File: src/core/smsb_pkg.sv
package smsb_pkg;

  // Control table byte addresses of the motion status group.
  localparam logic [7:0] ADDR_TICK  = 8'h78;
  localparam logic [7:0] ADDR_MOVE  = 8'h7a;
  localparam logic [7:0] ADDR_DET   = 8'h7b;
  localparam logic [7:0] ADDR_DUTY  = 8'h7c;
  localparam logic [7:0] ADDR_LOAD  = 8'h7e;
  localparam logic [7:0] ADDR_SPEED = 8'h80;
  localparam logic [7:0] ADDR_ANGLE = 8'h84;
  localparam logic [7:0] ADDR_PSPD  = 8'h88;
  localparam logic [7:0] ADDR_PANG  = 8'h8c;
  localparam logic [7:0] ADDR_VOLT  = 8'h90;
  localparam logic [7:0] ADDR_TEMP  = 8'h92;

  // Motion detail byte layout.
  localparam int DET_SHAPE_HI = 5;
  localparam int DET_SHAPE_LO = 4;
  localparam int DET_FAULT    = 3;
  localparam int DET_ACTIVE   = 1;
  localparam int DET_ARRIVE   = 0;

  // Trajectory shape codes.
  localparam logic [1:0] SHAPE_TRAP = 2'h3;
  localparam logic [1:0] SHAPE_TRI  = 2'h2;
  localparam logic [1:0] SHAPE_RECT = 2'h1;
  localparam logic [1:0] SHAPE_STEP = 2'h0;

  // Control scheme codes on the mode input.
  localparam logic [7:0] MODE_SPEED  = 8'h01;
  localparam logic [7:0] MODE_SINGLE = 8'h03;
  localparam logic [7:0] MODE_MULTI  = 8'h04;
  localparam logic [7:0] MODE_DUTY   = 8'h10;

  // Timestamp and load limits.
  localparam logic [14:0] TICK_MAX  = 15'h7fff;
  localparam logic [14:0] TICK_RST  = 15'h0000;
  localparam logic signed [15:0] LOAD_MAX = 16'sh03e8;
  localparam logic signed [15:0] LOAD_MIN = -16'sh03e8;

  // Millisecond time base.
  localparam int CLK_PERIOD_NS = 20;
  localparam int MS_PERIOD_NS  = 1000000;
  localparam int MS_CYCLES     = MS_PERIOD_NS / CLK_PERIOD_NS;

  // Measured angle of one revolution is a 12-bit absolute code.
  localparam int RAW_W = 12;

  typedef enum logic [1:0] {
    PR_IDLE,
    PR_ACCEL,
    PR_CRUISE,
    PR_DECEL
  } smsb_prof_t;

endpackage

File: src/core/smsb_status_bank.sv
`timescale 1ns/10ps
//
// Contract
// - 15-bit millisecond stamp wraps after 32767
// - Motion flag set when speed exceeds limit
// - Active trajectory forces motion flag high
// - Detail bits 5:4 hold shape, reserved zero
// - Detail bit 3 flags tracking fault
// - Detail bit 1 shows trajectory in progress
// - Detail bit 0 shows arrival
// - Arrival when deviation below tolerance
// - Fault and arrival only in angle modes
// - Triangular when cap speed not reached
// - Load clamped to plus/minus 1000 signed
// - Angle tracks full 32-bit signed range
// - Switch to single-turn reloads absolute angle
// - Drive on in single-turn reloads angle
// - After reset angle restarts from absolute
// - Measured angle includes zero offset
// - Speed mode planned speed reaches goal
// - Angle modes integrate speed, zero at end
// - Planned angle produced only in angle modes
// - Shape from speed cap and acceleration
module smsb_status_bank
  import smsb_pkg::*;
#(
  parameter int TICK_CYCLES = MS_CYCLES
) (
  // Clock and reset
  input  wire logic               clk_i,
  input  wire logic               rst_n_i,
  // Control table read port
  input  wire logic               rd_en_i,
  input  wire logic [7:0]         rd_addr_i,
  output logic      [7:0]         rd_data_o,
  output logic                    rd_valid_o,
  // Configuration
  input  wire logic [7:0]         op_mode_i,
  input  wire logic               drive_en_i,
  input  wire logic [31:0]        motion_limit_i,
  input  wire logic [31:0]        prof_cap_i,
  input  wire logic [31:0]        prof_accel_i,
  input  wire logic signed [31:0] zero_offset_i,
  input  wire logic [31:0]        fault_limit_i,
  input  wire logic [31:0]        arrive_tol_i,
  // Goals
  input  wire logic               goal_angle_wr_i,
  input  wire logic signed [31:0] goal_angle_i,
  input  wire logic signed [31:0] goal_speed_i,
  // Measurements
  input  wire logic [RAW_W-1:0]   raw_angle_i,
  input  wire logic signed [31:0] speed_meas_i,
  input  wire logic [15:0]        duty_meas_i,
  input  wire logic signed [15:0] load_raw_i,
  input  wire logic [15:0]        volt_i,
  input  wire logic [7:0]         temp_i
);

  if (TICK_CYCLES < 2) begin : g_chk
    $error("TICK_CYCLES must be at least 2");
  end

  localparam int DIV_W = $clog2(TICK_CYCLES);
  localparam logic [DIV_W-1:0] DIV_LAST = DIV_W'(TICK_CYCLES - 1);

  function automatic logic [31:0] mag32(input logic signed [31:0] v);
    return v[31] ? 32'(-v) : 32'(v);
  endfunction

  function automatic logic is_angle(input logic [7:0] m);
    return (m == MODE_SINGLE) || (m == MODE_MULTI);
  endfunction

  ////////////////////////////////////////////////////////////////////////////
  // Millisecond time base

  logic [DIV_W-1:0] div_cnt_r;
  logic             tick_r;
  logic [14:0]      stamp_r;

  always_ff @(posedge clk_i) begin
    if (!rst_n_i) begin
      div_cnt_r <= '0;
      tick_r    <= 1'b0;
    end else begin
      tick_r    <= (div_cnt_r == DIV_LAST);
      div_cnt_r <= (div_cnt_r == DIV_LAST) ? '0 : div_cnt_r + 1'b1;
    end
  end

  // Natural 15-bit overflow gives the wrap to zero after the maximum.
  always_ff @(posedge clk_i) begin
    if (!rst_n_i) begin
      stamp_r <= TICK_RST;
    end else if (tick_r) begin
      stamp_r <= stamp_r + 15'h0001;
    end
  end

  ////////////////////////////////////////////////////////////////////////////
  // Measured angle tracking

  logic [RAW_W-1:0]   raw_prev_r;
  logic [7:0]         mode_prev_r;
  logic               drive_prev_r;
  logic               boot_r;
  logic signed [31:0] accum_r;
  logic signed [31:0] meas_angle_r;
  logic [RAW_W-1:0]   raw_delta;
  logic               reload;

  // Wrapped 12-bit difference is the signed motion since the last cycle.
  assign raw_delta = raw_angle_i - raw_prev_r;
  assign reload = boot_r
    || (op_mode_i == MODE_SINGLE && mode_prev_r != MODE_SINGLE)
    || (op_mode_i == MODE_SINGLE && drive_en_i && !drive_prev_r);

  always_ff @(posedge clk_i) begin
    if (!rst_n_i) begin
      raw_prev_r   <= '0;
      mode_prev_r  <= 8'h00;
      drive_prev_r <= 1'b0;
      boot_r       <= 1'b1;
      accum_r      <= '0;
    end else begin
      raw_prev_r   <= raw_angle_i;
      mode_prev_r  <= op_mode_i;
      drive_prev_r <= drive_en_i;
      boot_r       <= 1'b0;
      if (reload) begin
        accum_r <= 32'(raw_angle_i);
      end else begin
        // Wraps freely across the whole signed range.
        accum_r <= accum_r + 32'(signed'(raw_delta));
      end
    end
  end

  always_ff @(posedge clk_i) begin
    if (!rst_n_i) begin
      meas_angle_r <= '0;
    end else begin
      meas_angle_r <= accum_r + zero_offset_i;
    end
  end

  ////////////////////////////////////////////////////////////////////////////
  // Motion profiler

  smsb_prof_t         st_r;
  logic               active_r;
  logic [31:0]        spd_r;
  logic [31:0]        acc_dist_r;
  logic signed [31:0] goal_r;
  logic signed [31:0] plan_angle_r;
  logic signed [31:0] plan_speed_r;
  logic [1:0]         shape_r;
  logic               angle_mode;
  logic signed [31:0] rem;
  logic [31:0]        rem_mag;
  logic signed [31:0] step;
  logic [32:0]        spd_up;
  logic signed [31:0] vel_diff;
  logic signed [31:0] vel_nxt;

  assign angle_mode = is_angle(op_mode_i);
  assign rem        = goal_r - plan_angle_r;
  assign rem_mag    = mag32(rem);
  assign step       = rem[31] ? -$signed(spd_r) : $signed(spd_r);
  assign spd_up     = {1'b0, spd_r} + {1'b0, prof_accel_i};
  assign vel_diff   = goal_speed_i - plan_speed_r;

  // Speed mode ramps by the acceleration; zero acceleration is a step.
  always_comb begin
    if (prof_accel_i == 32'h0000_0000 || mag32(vel_diff) <= prof_accel_i) begin
      vel_nxt = goal_speed_i;
    end else if (vel_diff[31]) begin
      vel_nxt = plan_speed_r - $signed(prof_accel_i);
    end else begin
      vel_nxt = plan_speed_r + $signed(prof_accel_i);
    end
  end

  // A new goal mid-flight keeps the present speed so motion stays smooth.
  always_ff @(posedge clk_i) begin
    if (!rst_n_i) begin
      st_r         <= PR_IDLE;
      active_r     <= 1'b0;
      spd_r        <= '0;
      acc_dist_r   <= '0;
      goal_r       <= '0;
      plan_angle_r <= '0;
      plan_speed_r <= '0;
      shape_r      <= SHAPE_STEP;
    end else if (!angle_mode) begin
      // Planned angle is frozen outside the angle modes.
      st_r     <= PR_IDLE;
      active_r <= 1'b0;
      spd_r    <= '0;
      if (op_mode_i != MODE_SPEED) begin
        plan_speed_r <= '0;
      end else if (tick_r) begin
        plan_speed_r <= vel_nxt;
      end
    end else if (goal_angle_wr_i) begin
      goal_r     <= goal_angle_i;
      acc_dist_r <= '0;
      if (prof_cap_i == 32'h0000_0000) begin
        shape_r      <= SHAPE_STEP;
        st_r         <= PR_IDLE;
        active_r     <= 1'b0;
        spd_r        <= '0;
        plan_speed_r <= '0;
        plan_angle_r <= goal_angle_i;
      end else begin
        active_r <= 1'b1;
        if (!active_r) begin
          plan_angle_r <= meas_angle_r;
        end
        if (prof_accel_i == 32'h0000_0000) begin
          shape_r <= SHAPE_RECT;
          st_r    <= PR_CRUISE;
          spd_r   <= prof_cap_i;
        end else begin
          shape_r <= SHAPE_TRAP;
          st_r    <= PR_ACCEL;
          if (!active_r) begin
            spd_r <= '0;
          end
        end
      end
    end else if (tick_r && active_r) begin
      if (rem_mag <= spd_r) begin
        plan_angle_r <= goal_r;
        plan_speed_r <= '0;
        spd_r        <= '0;
        active_r     <= 1'b0;
        st_r         <= PR_IDLE;
        // A short move can end while still accelerating, below the cap.
        if (st_r == PR_ACCEL && spd_r < prof_cap_i) begin
          shape_r <= SHAPE_TRI;
        end
      end else begin
        plan_angle_r <= plan_angle_r + step;
        plan_speed_r <= step;
        unique case (st_r)
          PR_ACCEL: begin
            acc_dist_r <= acc_dist_r + spd_r;
            if (rem_mag <= acc_dist_r) begin
              st_r <= PR_DECEL;
              if (spd_r < prof_cap_i) begin
                shape_r <= SHAPE_TRI;
              end
            end else if (spd_up >= {1'b0, prof_cap_i}) begin
              spd_r <= prof_cap_i;
              st_r  <= PR_CRUISE;
            end else begin
              spd_r <= spd_up[31:0];
            end
          end
          PR_CRUISE: begin
            if (prof_accel_i != 32'h0000_0000 && rem_mag <= acc_dist_r) begin
              st_r <= PR_DECEL;
            end
          end
          PR_DECEL: begin
            // Never brake to zero short of the goal.
            spd_r <= (spd_r > prof_accel_i) ? spd_r - prof_accel_i
                                            : prof_accel_i;
          end
          PR_IDLE: begin
            st_r <= PR_IDLE;
          end
        endcase
      end
    end
  end

  ////////////////////////////////////////////////////////////////////////////
  // Status flags and captured readings

  logic              motion_r;
  logic [7:0]        detail_r;
  logic [15:0]       duty_r;
  logic signed [15:0] load_r;
  logic [15:0]       volt_r;
  logic [7:0]        temp_r;
  logic signed [31:0] speed_r;
  logic              fault_now;
  logic              arrive_now;

  assign fault_now  = mag32(plan_angle_r - meas_angle_r) > fault_limit_i;
  assign arrive_now = mag32(goal_r - meas_angle_r) < arrive_tol_i;

  always_ff @(posedge clk_i) begin
    if (!rst_n_i) begin
      motion_r <= 1'b0;
    end else begin
      motion_r <= active_r
               || (mag32(speed_meas_i) > motion_limit_i);
    end
  end

  always_ff @(posedge clk_i) begin
    if (!rst_n_i) begin
      detail_r <= 8'h00;
    end else begin
      detail_r <= 8'h00;
      detail_r[DET_SHAPE_HI:DET_SHAPE_LO] <= shape_r;
      detail_r[DET_FAULT]  <= angle_mode && fault_now;
      detail_r[DET_ACTIVE] <= active_r;
      detail_r[DET_ARRIVE] <= angle_mode && arrive_now;
    end
  end

  always_ff @(posedge clk_i) begin
    if (!rst_n_i) begin
      duty_r  <= '0;
      load_r  <= '0;
      volt_r  <= '0;
      temp_r  <= '0;
      speed_r <= '0;
    end else begin
      duty_r  <= duty_meas_i;
      volt_r  <= volt_i;
      temp_r  <= temp_i;
      speed_r <= speed_meas_i;
      if (load_raw_i > LOAD_MAX) begin
        load_r <= LOAD_MAX;
      end else if (load_raw_i < LOAD_MIN) begin
        load_r <= LOAD_MIN;
      end else begin
        load_r <= load_raw_i;
      end
    end
  end

  ////////////////////////////////////////////////////////////////////////////
  // Control table read port, little-endian bytes

  logic [7:0] rd_byte;
  logic [31:0] rd_word;

  always_comb begin
    unique case (rd_addr_i[3:2])
      2'h0:    rd_word = speed_r;
      2'h1:    rd_word = meas_angle_r;
      2'h2:    rd_word = plan_speed_r;
      default: rd_word = plan_angle_r;
    endcase
  end

  always_comb begin
    rd_byte = 8'h00;
    if (rd_addr_i >= ADDR_SPEED && rd_addr_i < ADDR_VOLT) begin
      rd_byte = rd_word[8*rd_addr_i[1:0] +: 8];
    end else begin
      unique case (rd_addr_i)
        ADDR_TICK:         rd_byte = stamp_r[7:0];
        ADDR_TICK + 8'h01: rd_byte = {1'b0, stamp_r[14:8]};
        ADDR_MOVE:         rd_byte = {7'h00, motion_r};
        ADDR_DET:          rd_byte = detail_r;
        ADDR_DUTY:         rd_byte = duty_r[7:0];
        ADDR_DUTY + 8'h01: rd_byte = duty_r[15:8];
        ADDR_LOAD:         rd_byte = load_r[7:0];
        ADDR_LOAD + 8'h01: rd_byte = load_r[15:8];
        ADDR_VOLT:         rd_byte = volt_r[7:0];
        ADDR_VOLT + 8'h01: rd_byte = volt_r[15:8];
        ADDR_TEMP:         rd_byte = temp_r;
        default:           rd_byte = 8'h00;
      endcase
    end
  end

  always_ff @(posedge clk_i) begin
    if (!rst_n_i) begin
      rd_data_o  <= 8'h00;
      rd_valid_o <= 1'b0;
    end else begin
      rd_valid_o <= rd_en_i;
      if (rd_en_i) begin
        rd_data_o <= rd_byte;
      end
    end
  end
endmodule

File: config.mk
export PLATFORM = sky130hd
export DESIGN_NAME = smsb_status_bank
export DESIGN_NICKNAME = d
export VERILOG_FILES = /design/src/core/smsb_pkg.sv /design/src/core/smsb_status_bank.sv
export SDC_FILE = /design/constraint.sdc
export NUM_CORES = 2
export LEC_CHECK = 0
export BUFFER_PORTS_ARGS = -buffer_cell sky130_fd_sc_hd__buf_2
export CORE_ASPECT_RATIO = 0.8
export CORE_MARGIN = 1.5
export CORE_UTILIZATION = 50
export CTS_CLUSTER_SIZE = 10
export DETAILED_ROUTE_END_ITERATION = 8
export PLACE_DENSITY = 0.69
export SLEW_MARGIN = 20
export SYNTH_ARGS = -nofsm -noshare
export SYNTH_HDL_FRONTEND = slang
export SYNTH_SLANG_ARGS = --single-unit
File: constraint.sdc
create_clock -name clk_i -period 16.5 [get_ports clk_i]
set_input_delay 2.475 -clock clk_i [delete_from_list [all_inputs] [get_ports clk_i]]
set_output_delay 2.475 -clock clk_i [all_outputs]
set_load 0.05 [all_outputs]
======== After elaboration in Yosys (flattened, before gate mapping) ========
Cells that the tools add are included.
Widths: inputs -> output; s select.
storage, ports and cells
  flip-flop bits (word level) ............. 389
  output and inout bits ................... 9
  logic and storage cells ................. 201
  input bits .............................. 377
operators by class
  reductions and logical operators ........ 42
  bitwise operators ....................... 1
  add/subtract/negate cells ............... 21
  eq/ne operators ......................... 30
  multiplexer cells ....................... 63
  $lt $le $gt $ge ......................... 13
  shift-type cells ........................ 1
operator list
  operator               number
  $mux 32                33
  $neg 32->32            6
  $sub 32x32->32         6
  $add 32x32->32         4
  $gt 32x32->1           3
  $le 32x32->1           3
  $pmux 32 s3            1
  $pmux 8 s11            1
  $eq 8x7->1 const B     8
  $logic_not 32->1       2
  $lt 32x32->1           2
  $pmux 32 s2            1
  $mux 2                 17
  $add 32x32->33         1
  $ge 33x32->1           1
  $add 32x12->32         1
  $reduce_bool 32->1     1
  $shiftx 32x6->8        1
  $eq 8x8->1 const B     3
  $add 16x1->16 const B  1
  $eq 16x16->1 const B   1
  $gt 16x11->1 const B   1
  $lt 16x11->1 const B   1
  $mux 16                1
  35 further kinds       71

======== Longest topological paths before layout ========
  depth in word-level cells ............... 10
  mapped depth ............................ 33
  mapped depth without buffers ............ 30

======== Least setup slack after synthesis ========
No wires, ideal clock.
  kind .................................... input to register
  start ................................... in goal_speed_i[10]
  end ..................................... reg plan_speed_r[29]
  path buffers ............................ 2
  required time ........................... 16.405 ns
  stages .................................. 28
  setup slack ............................. 7.528 ns
  library setup time ...................... 0.095 ns
  arrival ................................. 8.877 ns
  cells stage by stage .................... ha_1 a21oi_1 and3_1 nor2b_1 a21oi_1 a221o_1 o211a_1 a31o_2 a221oi_1 inv_1 a21oi_1 xnor2_1 clkbuf_1 buf_1 o31ai_1 xnor2_1 ha_1 or4_1 o21a_1 a221o_1 a41o_1 a32oi_1 o2111ai_1 a31o_2 a21oi_1 xnor2_1 nand2_1 a221oi_1
between the ends
  word-level cells in the longest chain between the ends .. 9
  elaborated cells on any way between the ends .. 10
  classes of those cells .................. 2 x add/sub; 1 x order compare; 6 x mux; 1 x reduce/logical
ends and longest elaborated chain
  what                  RTL line                 text
  from (decl)           smsb_status_bank.sv:49   input wire logic signed [31:0] goal_speed_i,
  $sub 32x32->32 *      smsb_status_bank.sv:171  assign vel_diff = goal_speed_i - plan_speed_r;
  $neg 32->32           smsb_status_bank.sv:67   return v[31] ? 32'(-v) : 32'(v);
  $mux 32               smsb_status_bank.sv:67
  $le 32x32->1          smsb_status_bank.sv:175  if (prof_accel_i == 32'h0000_0000 || mag32(vel_diff) <= prof_accel_i) begin
  $logic_or 1x1->1      smsb_status_bank.sv:175
  $mux 32 *             smsb_status_bank.sv:175
  $mux 32 *             smsb_status_bank.sv:202  end else if (tick_r) begin
  $mux 32 *             smsb_status_bank.sv:200  if (op_mode_i != MODE_SPEED) begin
  $mux 32 *             smsb_status_bank.sv:195  end else if (!angle_mode) begin
  to (signal assigned)  smsb_status_bank.sv:203  plan_speed_r <= vel_nxt;
  to (signal assigned)  smsb_status_bank.sv:245  plan_speed_r <= step;
  to (decl)             smsb_status_bank.sv:156  logic signed [31:0] plan_speed_r;
Every way passes the cells marked *; elsewhere a longest branch is shown, timed or not. The select of a mux whose other input is x is not followed.
A chain may end at the register's enable or synchronous reset.

======== Worst setup path after layout ========
  start ................................... reg plan_angle_r[1]
  end ..................................... reg spd_r[14]
between the ends
  word-level cells in the longest chain between the ends .. 7
  elaborated cells on any way between the ends .. 11
  classes of those cells .................. 2 x add/sub; 2 x order compare; 1 x eq/ne; 4 x mux; 2 x reduce/logical
ends and longest elaborated chain
  what                    RTL line                 text
  from (decl)             smsb_status_bank.sv:155  logic signed [31:0] plan_angle_r;
  from (signal assigned)  smsb_status_bank.sv:214  plan_angle_r <= goal_angle_i;
  from (signal assigned)  smsb_status_bank.sv:218  plan_angle_r <= meas_angle_r;
  from (signal assigned)  smsb_status_bank.sv:234  plan_angle_r <= goal_r;
  $sub 32x32->32 *        smsb_status_bank.sv:167  assign rem = goal_r - plan_angle_r;
  $neg 32->32             smsb_status_bank.sv:67
  $mux 32 *               smsb_status_bank.sv:67
  $le 32x32->1            smsb_status_bank.sv:233  if (rem_mag <= spd_r) begin
  $mux 32                 smsb_status_bank.sv:233
  $mux 32                 smsb_status_bank.sv:232  end else if (tick_r && active_r) begin
  $mux 32                 smsb_status_bank.sv:205  end else if (goal_angle_wr_i) begin
  to (signal assigned)    smsb_status_bank.sv:223  spd_r <= prof_cap_i;
  to (signal assigned)    smsb_status_bank.sv:255  spd_r <= prof_cap_i;
  to (signal assigned)    smsb_status_bank.sv:258  spd_r <= spd_up[31:0];
  to (decl)               smsb_status_bank.sv:152  logic [31:0] spd_r;
Marked as above.

==> impl_metrics.csv <==
group,metric,value,unit
outcome,status,"finished, final reports clean",
global_routing,grt_first_pass_wirelength,254000,µm
yosys,synth_area,44100,µm²
placed_design,portBuffers,385,
drt,drtIter0Drc,4874,
global_routing,grt_use_total,37.0,%
sta,fin_skew,0.0539,ns
sta,worst_pin_slew,1.17,ns
drt,via_count,45600,
yosys,synth-seq-cells,386,
clock_tree,cts_sinks,386,
global_routing,grt-ovfl-total,0,
pwr,vdd_drop_max,145,µV
setup_path,cpPeakStageDelay,0.95,ns
finish,drive_above_1_share,10.4,%
drt,drcViolationCount,0,
setup_path,end_kind,"flip-flop",
yosys,synth_ff_type,"dfxtp_1",
floorplanning,rows,97,
clock_tree,cts_inserted_buffers,50,
yosys,syn_area_per_cell,7.59,µm²
setup_path,startpoint_type,"flip-flop",
placed_design,gp_congestion,1.04,
floorplanning,die_h,269,µm
setup_path,crit_path_max_fanout,49,
setup_path,reg2reg_to,"spd_r[14]$_SDFFE_PN0P_",
yosys,yosysSeqAreaShare,17.5,%
floorplanning,dieArea,90000,µm²
drt,viasPerCell,6.21,
setup_path,critPathMostFrequentCell,"a21oi_1",
finish,final_nets,7115,
clock_tree,holdBufCountCts,0,
placed_design,dp_hpwl,139000,µm
finish,final_cell_mix,"623 x ha_1, 554 x a21oi_1, 508 x nor2_1, 446 x inv_1, 436 x nand2_1",
global_routing,antenna_found_initial,34,
yosys,async_reset_ff_share,0,%
sta,hold_violations,0,
drt,wire_per_inst,23.6,µm
sta,rsz0062_at_grt,"false",
finish,final_core_util,56.0,%
clock_tree,clk_latency,0.65,ns
setup_path,rr_worst_depth,30,
pwr,power_leakage,0.0220,µW
sta,period_share,58.3,%
yosys,synth_warnings,0,
setup_path,r2r_slack,6.87,ns
worst_hold_path,hp-class,"reg -> reg",
sta,period_minus_slack,9.63,ns
clock_tree,cts-root-buf,"clkbuf_16",
sta,max_freq,0.104,GHz
yosys,synth.distinct_cells,91,
sta,setup_violations,0,
floorplanning,io_pins,386,
global_routing,grt_pass1_vias,41400,
setup_path,crit_end,"spd_r[14]$_SDFFE_PN0P_",
floorplanning,start_util,50.4,%
drt,drt_wl_total,173000,µm
global_routing,grt_start_max_net_pins,78,
clock_tree,clk_pin_slew,0.06,ns
yosys,synth_nets,6822,
setup_path,critPathArrivalTime,10.10,ns
clock_tree,cts_max_path_buffers,3,
drt,firstDrtPassIters,6,
clock_tree,cts_tree,"yes",
setup_path,critical_path_class,"reg -> reg",
clock_tree,htree_levels,2,
sta,drv_slew,0,
clock_tree,cts_resized,0,
setup_path,worstSetupStartpoint,"plan_angle_r[1]$_SDFFE_PN0P_",
pwr,powerDensity,85.9,nW/µm²
finish,final_common_cell,"ha_1",
floorplanning,die_w,335,µm
sta,max_slew_margin,21.2,%
setup_path,cp_data_required_time,16.97,ns
yosys,synth_enable_flop_cells,0,
setup_path,critical_path.slowest_cell,"a221oi_1",
clock_tree,postCtsSetupBuffers,0,
yosys,netlist_instances,5810,
floorplanning,core_area,87500,µm²
job,maxCapViolations,0,
finish,area_growth,11.1,%
drt,postRouteAntennaNets,0,
sta,setup-tns-final,0,ns
setup_path,rr_startpoint,"plan_angle_r[1]$_SDFFE_PN0P_",
[registers in the layout, summed over array words and instances, names as in the netlist, 2 cells and up]
name and count:
div_cnt_r 16, volt_r 16, meas_angle_r 32, mode_prev_r 8, accum_r 32, acc_dist_r 32, shape_r 2, speed_r 32
detail_r 5, goal_r 32, st_r 2, rd_data_o 8, load_r 16, plan_speed_r 32, duty_r 16, stamp_r 15
temp_r 8, spd_r 32, plan_angle_r 32, raw_prev_r 12
[cells in the mapped netlist, types with 43 or more instances]
cell,number,area share (%)
o31ai_1,55,0.94
a211oi_1,109,1.9
nor2b_1,69,0.98
nand2_1,436,3.7
ha_1,623,18
nor3_1,102,1.2
and2_1,115,1.6
o21ai_0,342,3.9
a221oi_1,43,0.85
nor2_1,510,4.3
xor2_1,161,3.2
or3_1,43,0.61
nand4_1,87,1.2
o21a_1,62,1.1
o21bai_1,51,0.87
a21o_1,195,3.3
a31oi_1,59,0.84
mux2i_1,57,1.3
inv_1,447,3.8
clkbuf_1,184,1.6
o211ai_1,58,0.99
xnor2_1,381,7.6
a21oi_1,555,6.3
dfxtp_1,386,18
nand3_1,112,1.3
nand2b_1,81,1.1
[logic make-up (layout without fill, tap and decap cells)]
group / after synthesis / after routing / synth area share (%)
compound gates: 1748 / 1748 / 25.2
xor+xnor: 543 / 543 / 10.8
fa+ha+maj: 635 / 635 / 18.2
buf+inv: 655 / 971 / 5.58
flops: 386 / 386 / 17.5
mux: 104 / 104 / 3.54
other cells: 0 / 26 / 0
simple gates: 1739 / 1739 / 19.1
[area by class of cell]
type	instances	area [µm²]
fillers	8417	38500
multi-input cells	4769	34000
flip-flops and latches	386	7730
repair buffers	448	2400
inverters	448	1690
well taps	1188	1490
clock buffers	62	1360
clock inverters	13	204
diodes	26	65.1
[power breakdown]
group | switching [µW] | internal, µW | leakage, µW
combinational | 1230 | 809 | 0.0181
clock | 460 | 637 | 0.000763
sequential | 73.4 | 992 | 0.00316
[worst min path at each step]
stage,cells after the start,endpoint,slack [ns],startpoint
floorplan,1,div_cnt_r[0]$_SDFF_PP0_,0.41,div_cnt_r[0]$_SDFF_PP0_
global placement,1,div_cnt_r[0]$_SDFF_PP0_,0.43,div_cnt_r[0]$_SDFF_PP0_
detailed placement,1,div_cnt_r[0]$_SDFF_PP0_,0.43,div_cnt_r[0]$_SDFF_PP0_
CTS,1,div_cnt_r[0]$_SDFF_PP0_,0.45,div_cnt_r[0]$_SDFF_PP0_
global route,1,div_cnt_r[0]$_SDFF_PP0_,0.47,div_cnt_r[0]$_SDFF_PP0_
finish,1,div_cnt_r[0]$_SDFF_PP0_,0.45,div_cnt_r[0]$_SDFF_PP0_
[worst max-delay path: cells and delay by family (launching register included)]
kind                       cells  cell delay [ns]
and+or+nand+nor               11             3.48
AOI/OAI and AO/OA             12             3.31
buffers and inverters          3             0.87
DFF                            1             0.73
adders and majority gates      2             0.60
xor gates and xnor gates       2             0.38
[routing by layer]
| layer | share of wire, % | vias to the layer above | global-route usage (%) |
|---|---|---|---|
| li1 | - | 21500 | - |
| met1 | 43 | 21400 | 50.9 |
| met2 | 41 | 2230 | 55.1 |
| met3 | 12 | 394 | 10.1 |
| met4 | 3.9 | 16 | 13.1 |
| met5 | 0.056 | - | 0 |
[through the flow]
stage,std cells,setup slack [ns],hold slack (ns),total power (µW),instance area [µm²]
2_1_floorplan,5810,7.53,0.413,2500,44100
5_1_grt,7326,6.41,0.472,4450,48900
6_report,7340,6.87,0.447,4210,49000
4_1_cts,7313,7.25,0.448,4160,48900
3_5_place_dp,7238,6.58,0.433,3070,47300
3_3_place_gp,7238,6.66,0.430,3030,47300
Note: power is estimated with default switching activity, not from simulation.
